`src/lcd_host_port_regs.vh`:
```
// Constants of the host port: command indices, field positions, address windows
`ifndef LCD_HOST_PORT_REGS_VH
`define LCD_HOST_PORT_REGS_VH
`define IDX_X_ADDR 4'h0
`define IDX_READ_SEL 4'h1
`define IDX_Y_LOW 4'h2
`define IDX_Y_HIGH 4'h3
`define IDX_DISP_MODE 4'h4
`define IDX_POWER 4'h5
`define IDX_POWER3 4'hE
`define BIT_GRAPHIC_ON 0
`define BIT_SEGMENT_ON 1
`define BIT_ICON_ON 2
`define BIT_STANDBY 0
`define BIT_SLEEP 1
`define BIT_EXT_CLOCK 0
`define X_GRAPHIC_MAX 4'hF
`define X_SEGMENT_MAX 4'h1
`define Y_GRAPHIC_MAX 7'h3F
`define Y_SEGMENT_MIN 7'h40
`define Y_SEGMENT_MAX 7'h42
`define REG_RESET_VALUE 4'h0
`define FIFO_WIDTH 9
`define FIFO_DEPTH 4
`define SERIAL_LAST_BIT 3'h7
`endif

```
`src/write_fifo.v`:
```
// Small flip-flop FIFO holding written bytes until they are applied
`timescale 1ns/1ns
`default_nettype none
module write_fifo #(
  parameter WIDTH = 9,
  parameter DEPTH = 4
) (
  input wire ref_clk,
  input wire reset,
  input wire in_valid,
  output wire in_ready,
  input wire [WIDTH-1:0] in_data,
  output wire out_valid,
  input wire out_ready,
  output wire [WIDTH-1:0] out_data
);
  localparam AW = (DEPTH <= 2) ? 1 : (DEPTH <= 4) ? 2 : (DEPTH <= 8) ? 3 : 4;
  reg [WIDTH-1:0] mem_r [0:DEPTH-1];
  reg [AW-1:0] wr_ptr_r;
  reg [AW-1:0] rd_ptr_r;
  reg [AW:0] count_r;
  wire push;
  wire pop;
  assign in_ready = (count_r != DEPTH[AW:0]);
  assign out_valid = (count_r != {(AW+1){1'b0}});
  assign out_data = mem_r[rd_ptr_r];
  assign push = in_valid & in_ready;
  assign pop = out_valid & out_ready;
  always @(posedge ref_clk) begin
    if (reset) begin
      wr_ptr_r <= {AW{1'b0}};
      rd_ptr_r <= {AW{1'b0}};
      count_r <= {(AW+1){1'b0}};
    end else begin
      if (push) begin
        wr_ptr_r <= (wr_ptr_r == DEPTH[AW-1:0] - 1'b1) ? {AW{1'b0}} : wr_ptr_r + 1'b1;
      end
      if (pop) begin
        rd_ptr_r <= (rd_ptr_r == DEPTH[AW-1:0] - 1'b1) ? {AW{1'b0}} : rd_ptr_r + 1'b1;
      end
      if (push & ~pop) begin
        count_r <= count_r + 1'b1;
      end else if (pop & ~push) begin
        count_r <= count_r - 1'b1;
      end
    end
  end
  // Storage needs no reset; it is only read where count says it holds data
  always @(posedge ref_clk) begin
    if (push) begin
      mem_r[wr_ptr_r] <= in_data;
    end
  end
endmodule // write_fifo
`default_nettype wire

```
`src/lcd_driver_host_interface.v`:
```
// Host access port of the LCD driver: parallel 80/68 bus, serial shifter, command file
`timescale 1ns/1ns
`default_nettype none
`include "lcd_host_port_regs.vh"
module lcd_driver_host_interface (
  input wire ref_clk,
  input wire reset,
  input wire reset_n,
  input wire parallel_select,
  input wire bus_family_select,
  input wire chip_select_n,
  input wire register_select,
  input wire read_strobe_n,
  input wire write_strobe_n,
  input wire [7:0] data_in,
  output wire [7:0] data_out,
  output wire data_oe,
  input wire serial_clock,
  input wire serial_data,
  input wire aux_display_clock,
  output wire host_busy,
  output reg ram_we,
  output reg [3:0] ram_addr_x,
  output reg [6:0] ram_addr_y,
  output reg [7:0] ram_wdata,
  output wire ram_segment_region,
  input wire [7:0] ram_rdata,
  input wire ram_ready,
  output wire graphic_enable,
  output wire segment_enable,
  output wire icon_enable,
  output wire power_circuit_on,
  output wire graphic_outputs_ground,
  output wire aux_clock_external,
  output reg aux_clock_tick
);
  localparam ST_IDLE = 3'b001;
  localparam ST_INC = 3'b010;
  localparam ST_LOAD = 3'b100;
  localparam NPIN = 18;

  function readable_index;
    input [3:0] idx;
    begin
      readable_index = (idx != `IDX_READ_SEL) && (idx != 4'hF);
    end
  endfunction

  function in_segment_rows;
    input [6:0] y;
    begin
      in_segment_rows = (y >= `Y_SEGMENT_MIN);
    end
  endfunction

  function [3:0] next_x;
    input [3:0] x;
    input [6:0] y;
    begin
      if (in_segment_rows(y)) begin
        next_x = (x >= `X_SEGMENT_MAX) ? 4'h0 : x + 4'h1;
      end else begin
        next_x = (x == `X_GRAPHIC_MAX) ? 4'h0 : x + 4'h1;
      end
    end
  endfunction

  // Read condition of either bus family, decoded for the current and the previous sample
  function read_cond;
    input par;
    input csn;
    input fam68;
    input rdn;
    input wrn;
    begin
      read_cond = par & ~csn & (fam68 ? (rdn & wrn) : (~rdn & wrn));
    end
  endfunction

  // Two-stage synchroniser for every pin; third stage only for edge detection
  wire [NPIN-1:0] pins;
  reg [NPIN-1:0] pin_s1_r;
  reg [NPIN-1:0] pin_s2_r;
  reg [NPIN-1:0] pin_s3_r;
  assign pins = {
    reset_n,
    parallel_select,
    bus_family_select,
    chip_select_n,
    register_select,
    read_strobe_n,
    write_strobe_n,
    serial_clock,
    serial_data,
    aux_display_clock,
    data_in
  };
  always @(posedge ref_clk) begin
    if (reset) begin
      pin_s1_r <= {NPIN{1'b0}};
      pin_s2_r <= {NPIN{1'b0}};
      pin_s3_r <= {NPIN{1'b0}};
    end else begin
      pin_s1_r <= pins;
      pin_s2_r <= pin_s1_r;
      pin_s3_r <= pin_s2_r;
    end
  end

  wire rst;
  wire par_mode;
  wire family_68;
  wire cs_n;
  wire rs;
  wire rd_n;
  wire wr_n;
  wire sclk;
  wire sdat;
  wire [7:0] dbus;
  assign rst = reset | ~pin_s2_r[17];
  assign par_mode = pin_s2_r[16];
  assign family_68 = pin_s2_r[15];
  assign cs_n = pin_s2_r[14];
  assign rs = pin_s2_r[13];
  assign rd_n = pin_s2_r[12];
  assign wr_n = pin_s2_r[11];
  assign sclk = pin_s2_r[10];
  assign sdat = pin_s2_r[9];
  assign dbus = pin_s2_r[7:0];

  // Bus family decode; in 68 style the read pin is the enable, the write pin is R/W
  wire rd_active;
  wire rd_active_prev;
  wire wr_event;
  wire rd_start;
  assign rd_active = read_cond(par_mode, cs_n, family_68, rd_n, wr_n);
  assign rd_active_prev = read_cond(pin_s3_r[16], pin_s3_r[14], pin_s3_r[15], pin_s3_r[12],
    pin_s3_r[11]);
  assign rd_start = rd_active & ~rd_active_prev;
  // Edge taken from stage 3 to 2; data is synchronised alongside so it is stable here
  wire wr_rise_80;
  wire e_fall_68;
  assign wr_rise_80 = ~pin_s3_r[11] & wr_n & rd_n;
  assign e_fall_68 = pin_s3_r[12] & ~rd_n & ~wr_n;
  assign wr_event = par_mode & ~cs_n & (family_68 ? e_fall_68 : wr_rise_80);

  // Serial shifter, held clear whenever chip select is high
  reg [7:0] shift_r;
  reg [2:0] bit_cnt_r;
  wire sclk_rise;
  wire ser_event;
  assign sclk_rise = sclk & ~pin_s3_r[10];
  assign ser_event = ~par_mode & ~cs_n & sclk_rise & (bit_cnt_r == `SERIAL_LAST_BIT);
  always @(posedge ref_clk) begin
    if (rst || cs_n || par_mode) begin
      shift_r <= 8'h00;
      bit_cnt_r <= 3'h0;
    end else if (sclk_rise) begin
      shift_r <= {shift_r[6:0], sdat};
      bit_cnt_r <= bit_cnt_r + 3'h1;
    end
  end

  // Written bytes tagged with register select go through the holding FIFO
  wire fifo_in_valid;
  wire fifo_in_ready;
  wire [8:0] fifo_in_data;
  wire fifo_out_valid;
  wire fifo_out_ready;
  wire [8:0] fifo_out_data;
  reg [2:0] state_r;
  assign fifo_in_valid = wr_event | ser_event;
  assign fifo_in_data = par_mode ? {rs, dbus} : {rs, shift_r[6:0], sdat};
  assign host_busy = ~fifo_in_ready;
  // Draining pauses while a read fetch runs or the RAM side stalls
  assign fifo_out_ready = (state_r == ST_IDLE) & ram_ready & ~rd_start;

  write_fifo #(
    .WIDTH(`FIFO_WIDTH),
    .DEPTH(`FIFO_DEPTH)
  ) u_hold (
    .ref_clk(ref_clk),
    .reset(rst),
    .in_valid(fifo_in_valid),
    .in_ready(fifo_in_ready),
    .in_data(fifo_in_data),
    .out_valid(fifo_out_valid),
    .out_ready(fifo_out_ready),
    .out_data(fifo_out_data)
  );

  // Command registers: upper nibble is the index, lower nibble the value
  reg [3:0] cmd_r [0:15];
  reg [7:0] rd_latch_r;
  reg [7:0] data_out_r;
  reg dummy_pending_r;
  wire apply;
  wire [3:0] cmd_idx;
  wire [3:0] cmd_val;
  wire [6:0] y_cand;
  wire [3:0] sel;
  assign apply = fifo_out_valid & fifo_out_ready;
  assign cmd_idx = fifo_out_data[7:4];
  assign cmd_val = fifo_out_data[3:0];
  assign y_cand = {cmd_val[2:0], cmd_r[`IDX_Y_LOW]};
  assign sel = cmd_r[`IDX_READ_SEL];

  genvar gi;
  generate
    for (gi = 0; gi < 16; gi = gi + 1) begin : g_cmd
      always @(posedge ref_clk) begin
        if (rst) begin
          cmd_r[gi] <= `REG_RESET_VALUE;
        end else if (apply && fifo_out_data[8] && cmd_idx == gi) begin
          cmd_r[gi] <= cmd_val;
        end
      end
    end
  endgenerate

  // Address counters, RAM write path and read pipeline
  always @(posedge ref_clk) begin
    if (rst) begin
      state_r <= ST_IDLE;
      ram_we <= 1'b0;
      ram_addr_x <= 4'h0;
      ram_addr_y <= 7'h00;
      ram_wdata <= 8'h00;
      rd_latch_r <= 8'h00;
      data_out_r <= 8'h00;
      dummy_pending_r <= 1'b1;
    end else begin
      ram_we <= 1'b0;
      if (rd_start) begin
        if (rs) begin
          data_out_r <= readable_index(sel) ? {4'h0, cmd_r[sel]} : 8'h00;
        end else begin
          data_out_r <= rd_latch_r;
          // A write still owing its address step keeps it, so later writes do not overlap
          if (state_r == ST_INC) begin
            ram_addr_x <= next_x(ram_addr_x, ram_addr_y);
          end
          // A dummy read refills the pipeline without moving the address
          state_r <= dummy_pending_r ? ST_LOAD : ST_INC;
          dummy_pending_r <= 1'b0;
        end
      end else begin
        case (state_r)
          ST_IDLE: begin
            if (apply) begin
              if (!fifo_out_data[8]) begin
                ram_we <= 1'b1;
                ram_wdata <= fifo_out_data[7:0];
                state_r <= ST_INC;
                dummy_pending_r <= 1'b1;
              end else if (cmd_idx == `IDX_X_ADDR) begin
                if (!in_segment_rows(ram_addr_y) || cmd_val <= `X_SEGMENT_MAX) begin
                  ram_addr_x <= cmd_val;
                end
                dummy_pending_r <= 1'b1;
              end else if (cmd_idx == `IDX_Y_HIGH) begin
                if (y_cand <= `Y_SEGMENT_MAX) begin
                  ram_addr_y <= y_cand;
                  if (in_segment_rows(y_cand) && ram_addr_x > `X_SEGMENT_MAX) begin
                    ram_addr_x <= 4'h0;
                  end
                end
                dummy_pending_r <= 1'b1;
              end
            end
          end
          ST_INC: begin
            ram_addr_x <= next_x(ram_addr_x, ram_addr_y);
            state_r <= ST_LOAD;
          end
          ST_LOAD: begin
            rd_latch_r <= ram_rdata;
            state_r <= ST_IDLE;
          end
          default: begin
            state_r <= ST_IDLE;
          end
        endcase
      end
    end
  end

  // A write leaves the state in ST_INC then ST_LOAD, so its latch holds the next byte
  // only after the address moved; the dummy flag still forces one refill read

  assign ram_segment_region = in_segment_rows(ram_addr_y);
  // Serial mode never enables the driver, so nothing is ever read back serially
  assign data_oe = rd_active;
  assign data_out = data_out_r;

  wire low_power;
  assign low_power = cmd_r[`IDX_POWER][`BIT_STANDBY] | cmd_r[`IDX_POWER][`BIT_SLEEP];
  assign graphic_enable = cmd_r[`IDX_DISP_MODE][`BIT_GRAPHIC_ON] & ~low_power;
  assign segment_enable = cmd_r[`IDX_DISP_MODE][`BIT_SEGMENT_ON];
  assign icon_enable = cmd_r[`IDX_DISP_MODE][`BIT_ICON_ON];
  assign power_circuit_on = ~low_power;
  assign graphic_outputs_ground = low_power;
  assign aux_clock_external = cmd_r[`IDX_POWER3][`BIT_EXT_CLOCK];

  // External display clock edges for segment and icon timing when the flag is set
  // The tick is a one-cycle enable; the slow clock itself never clocks any flop
  wire aux_rise;
  assign aux_rise = pin_s2_r[8] & ~pin_s3_r[8];
  always @(posedge ref_clk) begin
    if (rst) begin
      aux_clock_tick <= 1'b0;
    end else begin
      aux_clock_tick <= aux_clock_external & aux_rise;
    end
  end
endmodule // lcd_driver_host_interface
`default_nettype wire

```
`config.mk`:
```
export PLATFORM = sky130hd
export DESIGN_NAME = lcd_driver_host_interface
export DESIGN_NICKNAME = d
export VERILOG_FILES = /design/src/write_fifo.v /design/src/lcd_driver_host_interface.v
export VERILOG_INCLUDE_DIRS = /design/src /design/src/src
export SDC_FILE = /design/constraint.sdc
export NUM_CORES = 1
export LEC_CHECK = 0
export BUFFER_PORTS_ARGS = -buffer_cell sky130_fd_sc_hd__buf_2
export CAP_MARGIN = 0
export CORE_ASPECT_RATIO = 0.5
export CORE_MARGIN = 2
export CORE_UTILIZATION = 60
export CTS_BUF_LIST = sky130_fd_sc_hd__clkbuf_8
export DETAILED_ROUTE_END_ITERATION = 12
export HOLD_SLACK_MARGIN = 0.12
export PLACE_DENSITY_LB_ADDON = 0.3
export RECOVER_POWER = 50
export SLEW_MARGIN = 10
export SYNTH_ARGS = -nofsm -noshare
export SYNTH_HDL_FRONTEND = slang
export SYNTH_SLANG_ARGS = --single-unit
```
`constraint.sdc`:
```
create_clock -name ref_clk -period 4.7 [get_ports ref_clk]
set_input_delay 0.705 -clock ref_clk [delete_from_list [all_inputs] [get_ports ref_clk]]
set_output_delay 0.705 -clock ref_clk [all_outputs]
set_load 0.05 [all_outputs]
```
==> results.md <==
* Clk slew on worst S/H paths at 70 ps
* EDFF count, synth at 100
* Clock Latency Late Sink at 540 ps
* Port Buf Inserts at 66
* Final core utilization at 67.8%
* Number of global-route vias before repair at 5136
* Cell area after layout at 9140 sq um
* TritonCTS clock tree: done
* Initial Util at 61.1%
* Peak VDD IR at 269 uV
* Largest area contributor in the netlist: edfxtp_1
* CP endpoint kind: flip-flop
* Synth Instances at 693
* Initial antenna violation count at 0
* FF-to-FF Start: state_r[2]$_SDFFE_PN0P_
* Slew HR at -12.9%
* GRT Resource Usage Total at 23.1%
* Cell variety after synth at 51
* Vias/cell at 5.72
* Post-CTS setup buffer count at 0
* Per-cell routed wire length at 17.2 microns
* Cell Area, Placed at 8690 sq um
* Final setup vio count at 0
* Row cnt at 30
* Critical path type: flip-flop to flip-flop
* Clock Power Share at 39.5%
* Synthesized cell area at 8230 sq um
* RR Endpoint: cmd_r[6][3]$_SDFFCE_PN0P_
* CTS Hold Bufs at 0
* CTS root buf: clkbuf_8
* Antenna Nets Post-Route at 0
* Status: finished with violations
* Setup crit end: cmd_r[6][3]$_SDFFCE_PN0P_
* Final wirelength at 16400 microns
* P_leak at 3.27 nW
* Num CTS Buffers at 27
* Worst Path Max Fanout at 20
* Setup TNS at 0 ps
* # fillers at 1005
* Die X at 170 microns
* Max-cap violations at 1
* Unrepaired setup endpoints after global routing: no
* Ports at 67
* Placed Cells at 905
* Hold Vio Cnt, Final at 0
* Flop pwr share at 58.2%
* Core box area at 13500 sq um
* CTS H-tree depth at 1
* Syn-to-layout area delta at 11.0%
* Pwr/cell area at 356 nW/um^2
* Arr. time, crit path at 3660 ps
* Final Critical Period at 3480 ps
* Yosys warnings at 0
* Worst-Margin Slew at 1690 ps
* Synth area leaders: edfxtp_1 36%, dfxtp_1 25%, mux4_2 6.3%, nor2_1 4.7%, nor2b_1 3.5%
* Reg2reg path depth at 7
* Share of cells above drive strength 1 at 11.8%
* Fraction of registers with async set/reset at 0%
* Comb pwr share at 2.3%
* HPWL after DPL at 11200 microns
* Synth top area share at 36.5%
* Switching share of power at 21.1%
* Syn nets at 734
* Storage cell area at 5060 sq um
* DRT iter0 DRCs at 520
* Post-CTS sizing at 0
* Post-synthesis sequential area ratio at 61.5%
* Critical Path RT at 4870 ps
* Die Y at 86.8 microns
* Post-Layout Cell Count at 954
* Post-synth top flop: dfxtp_1
* Multi-input gate area at 2960 sq um
* Fin. max-slew vios at 45
* DRC Markers at 0
* Reg-to-reg slack, setup at 1220 ps
* Syn avg cell area at 11.9 sq um
* CP startpoint kind: flip-flop
* Switch Pwr at 0.000685 W
* Diode count at 0
* Ratio of final minimum period to clock period at 74.1%
* Max frequency at 287 MHz
* DRT Pass-1 Iters at 5
* #FFs+latches synth at 203
* CP Launch Point: state_r[2]$_SDFFE_PN0P_
* Grt total ovfl at 0
* Vias at 5453
* Int Power at 0.00257 W
* Routability cong. at 0.848
* Clock skew at 10.8 ps
* CTS Sinks at 203
* Die area at 14700 sq um
* Violated checks: capacitance limit, slew limit
* First-pass GRT wire length at 26200 microns
* Hold Path Class: input port to flip-flop
* Longest Clk Path Bufs at 3
* Largest net degree at the start of global routing at 45
* Net count reported at finish at 799
[worst max-delay path, cell delays in order, from the launching register on]
cell and delay (ps):
dfxtp_1 340, or3b_1 420, or3b_1 390, a21oi_1 360
inv_1 260, nor3_1 290, nand2_1 440, o21ai_0 610
[cell usage after synthesis (3+ instances only)]
cell type  number
a211oi_1        3
a21oi_1        28
a221oi_1        4
and2_1          6
and4_1          3
buf_1           7
buf_2           4
clkbuf_1       24
dfxtp_1       103
edfxtp_1      100
ha_1           11
inv_1          14
mux2_2          9
mux2i_1        25
mux4_2         23
nand2_1        56
nand2b_1        4
nand3_1        18
nand4_1         4
nor2_1        104
nor2b_1        46
nor3_1         13
o21ai_0        36
o31ai_1         4
or3_1           4
xnor2_1         5
xor2_1          3
[area by class of cell]
type	instances	area share [%]
inverter	15	0.616
tap	176	2.41
multi-input combinational	439	32.4
sequential	203	55.4
clock buffer	31	4.67
timing repair buffer	72	3.38
clock inverter	18	1.12
[cell usage in the layout, fill, tap and decap left out, types with 3 or more instances in the layout]
master	instances
edfxtp_1	100
inv_1	24
a211oi_1	3
nand3_1	18
o21ai_0	36
o31ai_1	4
nor2b_1	46
and2_1	5
xnor2_1	5
mux2_1	9
ha_1	11
buf_2	28
nor3_1	13
clkbuf_8	31
or3_1	4
nand4_1	4
dfxtp_1	103
and4_1	3
a21oi_1	29
nor2_1	104
clkinv_1	3
clkbuf_1	43
a221oi_1	4
mux4_2	23
nand2_1	56
clkinv_2	4
xor2_1	3
mux2i_1	25
nand2b_1	4
[metrics by stage]
stage | hold slack, ps | power [W] | setup slack (ps)
final | 375 | 0.00325 | 1220
after global routing | 362 | 0.00336 | 966
after CTS | 354 | 0.00327 | 1310
after detailed placement | 396 | 0.00201 | 1310
after global placement | 376 | 0.00200 | 1490
after floorplan | 374 | 0.00198 | 1080
[worst min-delay path by stage]
stage | startpoint | endpoint | slack [ps] | cells after the start
2_1_floorplan | pin_s3_r[8]$_SDFF_PP0_ | aux_clock_tick$_SDFF_PN0_ | 370 | 1
3_3_place_gp | pin_s3_r[8]$_SDFF_PP0_ | aux_clock_tick$_SDFF_PN0_ | 380 | 1
3_5_place_dp | pin_s3_r[8]$_SDFF_PP0_ | aux_clock_tick$_SDFF_PN0_ | 400 | 1
4_1_cts | reset_n | pin_s1_r[17]$_SDFF_PP0_ | 350 | 2
5_1_grt | data_in[1] | pin_s1_r[1]$_SDFF_PP0_ | 360 | 2
6_report | data_in[1] | pin_s1_r[1]$_SDFF_PP0_ | 370 | 2
[sequential cells by signal, summed over array words and instances, names as in the netlist, 3 cells and up, named ones only]
| register | flops |
|---|---|
| data_out | 8 |
| shift_r | 7 |
| bit_cnt_r | 3 |
| pin_s3_r | 7 |
| pin_s1_r | 18 |
| cmd_r | 64 |
| rd_latch_r | 8 |
| ram_wdata | 8 |
| u_hold.count_r | 3 |
| state_r | 3 |
| u_hold.mem_r | 36 |
| ram_addr_y | 7 |
| ram_addr_x | 4 |
| pin_s2_r | 18 |
[cell families after synthesis]
kind of cell / synth area share (%)
AND/OR/NAND/NOR: 15.8
flip-flops: 61.5
AO/OA/AOI/OAI: 6.07
multiplexers: 11.3
buffers and inverters: 2.48
adder cells (fa/ha/maj): 1.92
XOR/XNOR: 0.851
[metal layers]
layer | vias up | global-route usage, % | routed length (microns)
met4 | 0 | 8.08 | 416
met3 | 40 | 4.79 | 1110
met5 | - | 0 | 0
met2 | 212 | 38.4 | 7950
li1 | 2589 | - | -
met1 | 2612 | 30.8 | 6920
[power groups by stage]
stage | registers [W] | clock network (W) | logic (W)
3_5_place_dp | 0.00193 | 0 | 0.0000757
6_report | 0.00189 | 0.00128 | 0.0000741
4_1_cts | 0.00189 | 0.00130 | 0.0000759
3_3_place_gp | 0.00193 | 0 | 0.0000743
5_1_grt | 0.00189 | 0.00139 | 0.0000811
2_1_floorplan | 0.00192 | 0 | 0.0000538
Note: power is estimated with default switching activity, not from simulation.
